**config.mk**
```make
export PLATFORM = sky130hd
export DESIGN_NAME = ims_slave
export DESIGN_NICKNAME = d
export VERILOG_FILES = /design/src/hw/ims_pkg.sv /design/src/hw/ims_fifo.sv /design/src/hw/ims_slave.sv
export SDC_FILE = /design/constraint.sdc
export NUM_CORES = 1
export LEC_CHECK = 0
export BUFFER_PORTS_ARGS = -buffer_cell sky130_fd_sc_hd__buf_2
export CORE_MARGIN = 2
export CORE_UTILIZATION = 30
export CTS_CLUSTER_SIZE = 40
export DETAILED_ROUTE_END_ITERATION = 10
export PLACE_DENSITY = 0.42
export SLEW_MARGIN = 20
export SYNTH_ARGS = -nofsm -noshare
export SYNTH_HDL_FRONTEND = slang
export SYNTH_HIERARCHICAL = 1
export SYNTH_SLANG_ARGS = --single-unit
export TNS_END_PERCENT = 1
```
**constraint.sdc**
```tcl
create_clock -name sys_clk_i -period 11.5 [get_ports sys_clk_i]
set_clock_uncertainty 0.1 [all_clocks]
set_input_delay 2.3 -clock sys_clk_i [delete_from_list [all_inputs] [get_ports sys_clk_i]]
set_output_delay 2.3 -clock sys_clk_i [all_outputs]
set_load 0.05 [all_outputs]
```
**src/hw/ims_pkg.sv**
```systemverilog
/*
 * Package for the two-wire memory access slave: constants, state enum and
 * the memory request carrier. Assumes a 100 MHz system clock and a master
 * that drives the serial clock at 400 kHz or slower.
 */
// Behaviour
// - Byte write is slave address, word address, data; each acknowledged, then stop.
// - Stop after a write starts a busy cycle; requests ignored, data released.
// - Writes into a protected area get no acknowledge.
// - Page write acknowledges each byte and bumps only the low two address bits.
// - Bytes beyond four in a page overwrite the wrapped addresses one by one.
// - Reads start like writes with direction bit one; three read forms exist.
// - Address counter holds last address plus one; reset loads zero.
// - Current address read acknowledges the address byte then sends counter data.
// - Sequential read sends the next byte per acknowledge, stops on none.
// - Read counter crosses pages and wraps to zero at the end.
// - Nonvolatile read of a page's first byte starts a recall; master reads twice.
// - Select bit zero steers accesses to shadow RAM, one to the nonvolatile array.
// - Every received byte outside a busy cycle acknowledged except a non-matching slave address, a protected data byte or one the full FIFO refuses.
// - After a sent byte the ninth clock is sampled; no acknowledge ends sending.
package ims_pkg;
    localparam int IMS_BYTE_W = 8;
    localparam logic [1:0] IMS_PAGE_MASK = 2'h3;
    localparam logic [3:0] IMS_ACK_BIT = 4'h8;      // Ninth clock index
    localparam logic [3:0] IMS_LAST_BIT = 4'h7;
    localparam logic [3:0] IMS_BIT_ARM = 4'hf;      // Wraps to zero on the fall after a start
    localparam logic [6:0] IMS_DEV_ADDR_BASE = 7'h28; // Arbitrary neutral base
    localparam logic [7:0] IMS_ADDR_ZERO = 8'h00;
    localparam int IMS_CLK_MHZ = 100;
    localparam int IMS_RECALL_US = 200;
    localparam int IMS_RECALL_CYC = IMS_RECALL_US * IMS_CLK_MHZ;
    localparam int IMS_WRITE_MS = 30;
    localparam int IMS_WRITE_CYC = IMS_WRITE_MS * 1000 * IMS_CLK_MHZ;
    localparam int IMS_FIFO_W = 9;
    localparam int IMS_FIFO_D = 8;

    typedef enum logic [2:0] {
        IMS_IDLE, IMS_DEVADR, IMS_WORDADR, IMS_WDATA, IMS_RDATA, IMS_WAITSTOP, IMS_BUSY
    } ims_state_type;

    // Write request towards the memory side
    typedef struct packed {
        logic       nv_sel;
        logic [7:0] addr;
        logic [7:0] data;
    } ims_wreq_type;
endpackage : ims_pkg

```
**src/hw/ims_fifo.sv**
```systemverilog
/*
 * Parameterised FIFO with valid and ready on both sides.
 * Assumes a single clock and synchronous active-high reset.
 */
`timescale 1ns/10ps
module ims_fifo #(
    parameter int WIDTH = 8,
    parameter int DEPTH = 8
) (
    input wire logic sys_clk_i,              // System clock
    input wire logic sys_rst_i,              // Sync reset
    input wire logic in_valid_i,             // Write side valid
    output logic in_ready_o,                 // Write side ready
    input wire logic [WIDTH-1:0] in_data_i,  // Write data
    output logic out_valid_o,                // Read side valid
    input wire logic out_ready_i,            // Read side ready
    output logic [WIDTH-1:0] out_data_o      // Read data
);
    localparam int AW = $clog2(DEPTH);
    logic [WIDTH-1:0] mem_r [DEPTH];
    logic [AW-1:0] wp_r;
    logic [AW-1:0] rp_r;
    logic [AW:0] cnt_r;
    logic push;
    logic pop;

    // Honest full and empty from the fill count
    assign in_ready_o = (cnt_r != (AW+1)'(DEPTH));
    assign out_valid_o = (cnt_r != '0);
    assign out_data_o = mem_r[rp_r];
    assign push = in_valid_i && in_ready_o;
    assign pop = out_valid_o && out_ready_i;

    // Pointers and storage
    always_ff @(posedge sys_clk_i) begin
        if (sys_rst_i) begin
            wp_r <= '0;
            rp_r <= '0;
            cnt_r <= '0;
        end else begin
            if (push) begin
                mem_r[wp_r] <= in_data_i;
                wp_r <= (wp_r == AW'(DEPTH - 1)) ? '0 : wp_r + 1'b1;
            end
            if (pop) begin
                rp_r <= (rp_r == AW'(DEPTH - 1)) ? '0 : rp_r + 1'b1;
            end
            cnt_r <= cnt_r + (AW+1)'(push) - (AW+1)'(pop);
        end
    end

    a_fifo_no_over: assert property (@(posedge sys_clk_i) disable iff (sys_rst_i)
        cnt_r <= (AW+1)'(DEPTH)) else $error("fifo count above depth");
endmodule : ims_fifo

```
**src/hw/ims_slave.sv**
```systemverilog
/*
 * Two-wire slave giving an outside master byte, page and read access to
 * the shadow RAM or the nonvolatile array. Serial clock and data come from
 * the pins and are synchronised into the 100 MHz domain. The memory itself
 * sits outside: writes leave through a FIFO, reads use a one-cycle port.
 */
`timescale 1ns/10ps
module ims_slave
    import ims_pkg::*;
#(
    parameter int WRITE_CYC = ims_pkg::IMS_WRITE_CYC,  // Busy time after write stop
    parameter int RECALL_CYC = ims_pkg::IMS_RECALL_CYC // Page recall time
) (
    input wire logic sys_clk_i,              // System clock
    input wire logic sys_rst_i,              // Sync reset, high
    input wire logic scl_i,                  // Serial clock pin
    input wire logic sda_i,                  // Serial data in pin
    output logic sda_o,                      // Serial data out, always 0
    output logic sda_oe_o,                   // High pulls data low
    input wire logic [1:0] addr_sel_i,       // Slave address select pins
    input wire logic nonvolatile_select_bit_i, // 1 steers to nonvolatile array
    input wire logic [1:0] wprot_i,          // Protect: [0] RAM, [1] array
    output logic wr_valid_o,                 // Write request valid
    input wire logic wr_ready_i,             // Memory takes write
    output ims_pkg::ims_wreq_type wr_req_o,  // Write request
    output logic rd_nv_o,                    // Read target select
    output logic [7:0] rd_addr_o,            // Read address
    input wire logic [7:0] rd_data_i,        // Read data, same cycle
    output logic busy_o                      // Internal write cycle active
);
    import ims_pkg::*;

    typedef struct packed {
        logic [1:0] scl_s;
        logic [1:0] sda_s;
        logic scl_d;
        logic sda_d;
        ims_state_type st;
        logic [3:0] bitn;
        logic [7:0] sh;
        logic [7:0] cnt;
        logic rw;
        logic ack;
        logic wrote;
        logic [31:0] tmr;
        logic [7:0] recall_pg;
        logic recall_ok;
    } ims_core_type;

    ims_core_type r, n;
    logic fifo_ready;
    logic wpush;
    ims_wreq_type wreq;
    logic scl_rise, scl_fall, start_c, stop_c;
    logic prot;

    // Protection check used for data bytes
    function automatic logic is_prot(input logic nv, input logic [1:0] wp);
        return nv ? wp[1] : wp[0];
    endfunction : is_prot

    ////////////////////////////////////////////////////////////////////////
    // Line events from the synchronised copies only
    assign scl_rise = r.scl_s[1] && !r.scl_d;
    assign scl_fall = !r.scl_s[1] && r.scl_d;
    assign start_c = r.scl_s[1] && r.scl_d && r.sda_d && !r.sda_s[1];
    assign stop_c = r.scl_s[1] && r.scl_d && !r.sda_d && r.sda_s[1];
    assign prot = is_prot(nonvolatile_select_bit_i, wprot_i);

    ////////////////////////////////////////////////////////////////////////
    // Protocol engine
    always_comb begin
        n = r;
        wpush = 1'b0;
        wreq = '{nv_sel: nonvolatile_select_bit_i, addr: r.cnt, data: r.sh};
        n.scl_s = {r.scl_s[0], scl_i};
        n.sda_s = {r.sda_s[0], sda_i};
        n.scl_d = r.scl_s[1];
        n.sda_d = r.sda_s[1];
        case (r.st)
            IMS_BUSY: begin
                // Master ignored, data released while the write cycle runs
                n.ack = 1'b0;
                if (r.tmr == 32'h0) n.st = IMS_IDLE;
                else n.tmr = r.tmr - 32'h1;
            end
            default: begin
                if (stop_c) begin
                    n.ack = 1'b0;
                    if (r.wrote) begin
                        n.st = IMS_BUSY;
                        n.tmr = 32'(WRITE_CYC - 1);
                    end else n.st = IMS_IDLE;
                    n.wrote = 1'b0;
                end else if (start_c) begin
                    // Repeated start allowed after a dummy write
                    n.st = IMS_DEVADR;
                    // The clock fall that closes the start must not count as a bit
                    n.bitn = IMS_BIT_ARM;
                    n.ack = 1'b0;
                end else if (scl_rise && r.st != IMS_IDLE && r.st != IMS_WAITSTOP) begin
                    if (r.bitn < IMS_ACK_BIT) n.sh = {r.sh[6:0], r.sda_s[1]};
                    else if (r.st == IMS_RDATA) begin
                        // Ninth clock sampled; no acknowledge ends sending
                        if (r.sda_s[1]) n.st = IMS_WAITSTOP;
                    end
                end else if (scl_fall && r.st != IMS_IDLE && r.st != IMS_WAITSTOP) begin
                    if (r.bitn == IMS_LAST_BIT && r.st != IMS_RDATA) begin
                        n.bitn = IMS_ACK_BIT;
                        n.ack = 1'b1;
                        case (r.st)
                            IMS_DEVADR: begin
                                if (r.sh[7:1] != (IMS_DEV_ADDR_BASE | 7'(addr_sel_i))) begin
                                    n.ack = 1'b0;
                                    n.st = IMS_WAITSTOP;
                                end
                                n.rw = r.sh[0];
                            end
                            IMS_WORDADR: n.cnt = r.sh;
                            IMS_WDATA: begin
                                if (prot) n.ack = 1'b0;
                                else if (fifo_ready) begin
                                    wpush = 1'b1;
                                    n.wrote = 1'b1;
                                    // Page address held, offset wraps
                                    n.cnt = {r.cnt[7:2], r.cnt[1:0] + 2'h1};
                                end else n.ack = 1'b0;
                            end
                            default: n.ack = 1'b0;
                        endcase
                    end else if (r.bitn == IMS_ACK_BIT) begin
                        n.ack = 1'b0;
                        n.bitn = 4'h0;
                        case (r.st)
                            IMS_DEVADR: n.st = (r.rw && r.ack) ? IMS_RDATA : IMS_WORDADR;
                            IMS_WORDADR: n.st = IMS_WDATA;
                            default: n.st = r.st;
                        endcase
                        if (r.st == IMS_DEVADR && r.rw && r.ack || r.st == IMS_RDATA) begin
                            // Load byte at counter, then counter wraps whole space
                            n.sh = rd_data_i;
                            n.cnt = r.cnt + 8'h1;
                            n.ack = !rd_data_i[7];
                            if (nonvolatile_select_bit_i &&
                                (r.cnt[1:0] & IMS_PAGE_MASK) == 2'h0 &&
                                !(r.recall_ok && r.recall_pg == r.cnt)) begin
                                // First nonvolatile byte of a page starts a recall
                                n.recall_pg = r.cnt;
                                n.recall_ok = 1'b1;
                            end
                        end
                    end else begin
                        n.bitn = r.bitn + 4'h1;
                        // Shifter moves on each rise, so the next bit is always on top
                        if (r.st == IMS_RDATA)
                            n.ack = (r.bitn != IMS_LAST_BIT) && !r.sh[IMS_BYTE_W - 1];
                    end
                end
            end
        endcase
    end

    // State register
    always_ff @(posedge sys_clk_i) begin
        if (sys_rst_i) begin
            r <= '{scl_s: 2'h3, sda_s: 2'h3, scl_d: 1'b1, sda_d: 1'b1, st: IMS_IDLE,
                   cnt: IMS_ADDR_ZERO, default: '0};
        end else begin
            r <= n;
        end
    end

    ////////////////////////////////////////////////////////////////////////
    // Write path buffering
    ims_fifo #(.WIDTH($bits(ims_wreq_type)), .DEPTH(IMS_FIFO_D)) u_fifo (
        .sys_clk_i(sys_clk_i),
        .sys_rst_i(sys_rst_i),
        .in_valid_i(wpush),
        .in_ready_o(fifo_ready),
        .in_data_i(wreq),
        .out_valid_o(wr_valid_o),
        .out_ready_i(wr_ready_i),
        .out_data_o(wr_req_o)
    );

    // Pin and read port drive; ack flag doubles as drive-low for data bits
    assign sda_o = 1'b0;
    assign sda_oe_o = r.ack;
    assign rd_nv_o = nonvolatile_select_bit_i;
    assign rd_addr_o = r.cnt;
    assign busy_o = (r.st == IMS_BUSY);

    ////////////////////////////////////////////////////////////////////////
    // Checks
    a_busy_quiet: assert property (@(posedge sys_clk_i) disable iff (sys_rst_i)
        r.st == IMS_BUSY |-> !sda_oe_o) else $error("data driven while busy");
    a_stop_busy: assert property (@(posedge sys_clk_i) disable iff (sys_rst_i)
        stop_c && r.wrote && r.st != IMS_BUSY |=> busy_o) else $error("no busy after write");
    a_prot_noack: assert property (@(posedge sys_clk_i) disable iff (sys_rst_i)
        r.st == IMS_WDATA && scl_fall && r.bitn == IMS_LAST_BIT && !start_c && !stop_c
        && prot |-> !wpush ##1 !sda_oe_o) else $error("protected write acked");
    a_page_wrap: assert property (@(posedge sys_clk_i) disable iff (sys_rst_i)
        wpush |=> r.cnt[7:2] == $past(r.cnt[7:2])) else $error("page changed");
    a_wrap_val: assert property (@(posedge sys_clk_i) disable iff (sys_rst_i)
        wpush |=> r.cnt[1:0] == $past(r.cnt[1:0]) + 2'h1) else $error("wrap wrong");
    a_word_load: assert property (@(posedge sys_clk_i) disable iff (sys_rst_i)
        r.st == IMS_WORDADR && scl_fall && r.bitn == IMS_LAST_BIT && !start_c && !stop_c
        |=> r.cnt == $past(r.sh)) else $error("counter not loaded");
    a_nack_end: assert property (@(posedge sys_clk_i) disable iff (sys_rst_i)
        r.st == IMS_RDATA && scl_rise && r.bitn == IMS_ACK_BIT && r.sda_s[1] && !stop_c
        && !start_c |=> r.st == IMS_WAITSTOP) else $error("send after nack");
    a_rd_inc: assert property (@(posedge sys_clk_i) disable iff (sys_rst_i)
        r.st == IMS_RDATA && scl_fall && r.bitn == IMS_ACK_BIT && !start_c && !stop_c
        |=> r.cnt == $past(r.cnt) + 8'h1) else $error("read counter stuck");
    c_write: cover property (@(posedge sys_clk_i) wpush);
    c_read: cover property (@(posedge sys_clk_i) r.st == IMS_RDATA);
    c_busy: cover property (@(posedge sys_clk_i) busy_o);
endmodule : ims_slave

```
==> impl_metrics.json <==
{
  "cp_common_cell": "buf_2",
  "synthArstFlopShare_pct": 0,
  "crit_arrival_ps": 2790,
  "synth.yosys.seq_area_share_pct": 58.3,
  "critPathKind": "input port to primary output",
  "synth.distinct_cells": 70,
  "timing.final.crit_share_pct": 45.1,
  "num_rows": 65,
  "grt_overflow_total": 0,
  "drtPass1Iterations": 6,
  "synth.avg_cell_area_um2": 13.3,
  "nets": 795,
  "cap_viol_max_count": 0,
  "cp_top_family": "buffers and inverters",
  "cp_slowest_stage_delay_ps": 300,
  "synth-xor-area-share_pct": 1.27,
  "synthMuxAreaShare_pct": 11.7,
  "ys.flop_type": "edfxtp_1",
  "crit_path_top_delay_cell": "buf_2",
  "synthTopCellsByCount": "edfxtp_1 (136), dfxtp_1 (77), a21oi_1 (42), o21ai_0 (30), nor2_1 (29)",
  "yosys.cell_count.top_type": "edfxtp_1",
  "cts.clk_slew.worst_paths_ps": 60,
  "grt_pass1_vias": 6428,
  "drc": 0,
  "synth_top_area_cell": "edfxtp_1",
  "postSynthCellCount": 725,
  "cts-htree-levels": 1,
  "period_minus_slack_ps": 5190,
  "fin_setup_tns_ps": 0,
  "n_antenna_cell": 0,
  "syn-num-nets": 758,
  "syn_to_final_growth_pct": 13.9,
  "rsz0062_at_grt": "false",
  "cp-end-kind": "primary output",
  "portBuffers": 46,
  "synth_seq_cells": 213,
  "top_level_ports": 48,
  "clock-sinks": 213,
  "drtIter0Drc": 427,
  "crit_chain": "buf_2 > buf_2",
  "chipHeight_um": 183,
  "power.leakage_nw": 3.74,
  "place_congestion": 0.774,
  "cts_resized": 0,
  "grt_antenna_before_repair": 0,
  "slew_headroom_pct": 28.1,
  "multi_input_area_mm2": 0.00369,
  "slew_viol_final": 0,
  "num-fill-cells": 3064,
  "cp.required_ps": 9100,
  "fin_util_pct": 34.7,
  "ctsLongestPathBuffers": 3,
  "cts_root_buffer": "clkbuf_16",
  "grt_pass1_wl_um": 36800,
  "hold_path.class": "flip-flop to flip-flop",
  "synth-simple-area-share_pct": 11.6,
  "insertion_delay_ps": 530,
  "track_usage_pct": 14.1,
  "setup_viol_count_final": 0,
  "routedWlPerCell_um": 19.7,
  "syn_area_mm2": 0.00965,
  "synth_top_area_share_pct": 42.3,
  "core-area_mm2": 0.0316,
  "start_util_pct": 30.5,
  "synth_adder_area_share_pct": 2.02,
  "power.density_mw_per_mm2": 170,
  "chipWidth_um": 183,
  "peakVddDrop_mv": 0.111,
  "drive_gt1_share_pct": 19.0,
  "numCtsBuffers": 25,
  "via_count": 6260,
  "tritoncts": "yes",
  "ys_top_cells_by_area": "edfxtp_1 (42%), dfxtp_1 (16%), mux4_1 (6.5%)",
  "grt_max_degree": 67,
  "synth_edf_count": 136,
  "yosys_warnings": 6,
  "hold_violations": 0,
  "max_freq_mhz": 193,
  "synth_top_family_by_area": "multiplexers",
  "post_cts_buffers": 0,
  "postRouteAntennaNets": 0,
  "worstSetupStartpointType": "input port",
  "drt_wl_total_um": 23300,
  "dp_hpwl_um": 14700,
  "hold_buffers": 0,
  "worst-path-buf-inv": 2,
  "cp_max_fo": 10,
  "dieArea_mm2": 0.0336,
  "synth-compound-area-share_pct": 11.5,
  "ff_latch_area_mm2": 0.00563,
  "viasPerCell": 5.31,
  "status": "finished clean",
  "worst_pin_slew_ps": 1080
}
[cell type report]
| class | instances | area share [%] |
|---|---|---|
| Inverter | 20 | 0.683 |
| Sequential cell | 213 | 51.2 |
| Tap cell | 402 | 4.58 |
| Timing Repair Buffer | 58 | 2.92 |
| Multi-Input combinational cell | 444 | 33.6 |
| Clock inverter | 9 | 0.729 |
| Clock buffer | 34 | 6.28 |
[state kept, by name, indices dropped and copies added (netlist names), named ones only]
name,flops
u_fifo/cnt_r,4
r,51
n,4
rd_addr_o,8
u_fifo/wp_r,3
u_fifo/rp_r,3
sda_oe_o,1
u_fifo/mem_r,136
[worst reg2reg max path, stage by stage (launching register included)]
cell and delay [ps]:
dfxtp_1 400, nor2b_1 660, o211ai_1 560, nor4_1 430, buf_4 210, nand4bb_1 190, nor2_1 690, buf_4 340
[per-layer routing]
metal	vias up	part of all wire (%)	routed length, µm	GRT usage, %
met5	-	0	0	0
met4	0	2.1	479	4.00
met3	33	3.4	794	2.05
met2	128	48	11200	23.9
met1	3164	46	10800	18.8
li1	2935	-	-	-
[final timing paths]
| kind | startpoint | end | slack, ps | cells after the start |
|---|---|---|---|---|
| min | n[70] | n[67] | 310 | 1 |
| max | nonvolatile_select_bit_i | rd_nv_o | 6310 | 2 |
| min reg2reg | n[70] | n[67] | 310 | 1 |
| max reg2reg | r[68] | u_fifo/mem_r[2][4] | 7620 | 7 |
[layout by cell type, fill, tap and decap left out, types with 6 or more instances in the layout]
cell,instances
edfxtp_1,136
dfxtp_1,75
buf_2,46
a21oi_1,42
o21ai_0,30
nor2_1,28
clkbuf_16,25
mux4_1,24
nand2_1,22
inv_1,20
or3_1,20
or4_1,18
mux2_2,18
o31ai_1,17
nand2b_1,16
ha_1,14
nor3_1,13
a31oi_1,13
buf_4,12
or2_2,11
nand3_1,10
a22oi_1,10
mux4_2,10
xor2_1,8
nor4_1,8
nor2b_1,7
mux2i_1,7
o211ai_1,6
xnor2_1,6
clkbuf_1,6
[metrics by stage]
stage	instances	hold slack (ps)	power, mW	instance area (µm²)	worst slack [ps]
floorplan	725	289	1.08	9650	6280
global placement	1137	301	1.13	10200	6300
detailed placement	1137	294	1.14	10200	6270
CTS	1180	307	1.90	11000	6280
global route	1180	337	1.95	11000	6270
finish	1180	306	1.87	11000	6310
[where the power goes]
| group | internal [mW] | total, mW | switching (mW) |
|---|---|---|---|
| logic | 0.106 | 0.277 | 0.171 |
| registers | 0.819 | 0.841 | 0.0226 |
| clock network | 0.441 | 0.751 | 0.311 |
[logic make-up (layout without fill, tap and decap cells)]
family | count (synthesis) | after routing
DFF | 213 | 213
xor gates and xnor gates | 14 | 14
and+or+nand+nor | 190 | 190
other | 1 | 1
muxes | 59 | 59
buffers and inverters | 68 | 121
AOI/OAI and AO/OA | 165 | 165
adders and majority gates | 15 | 15
(Power assumes the default switching activity.)
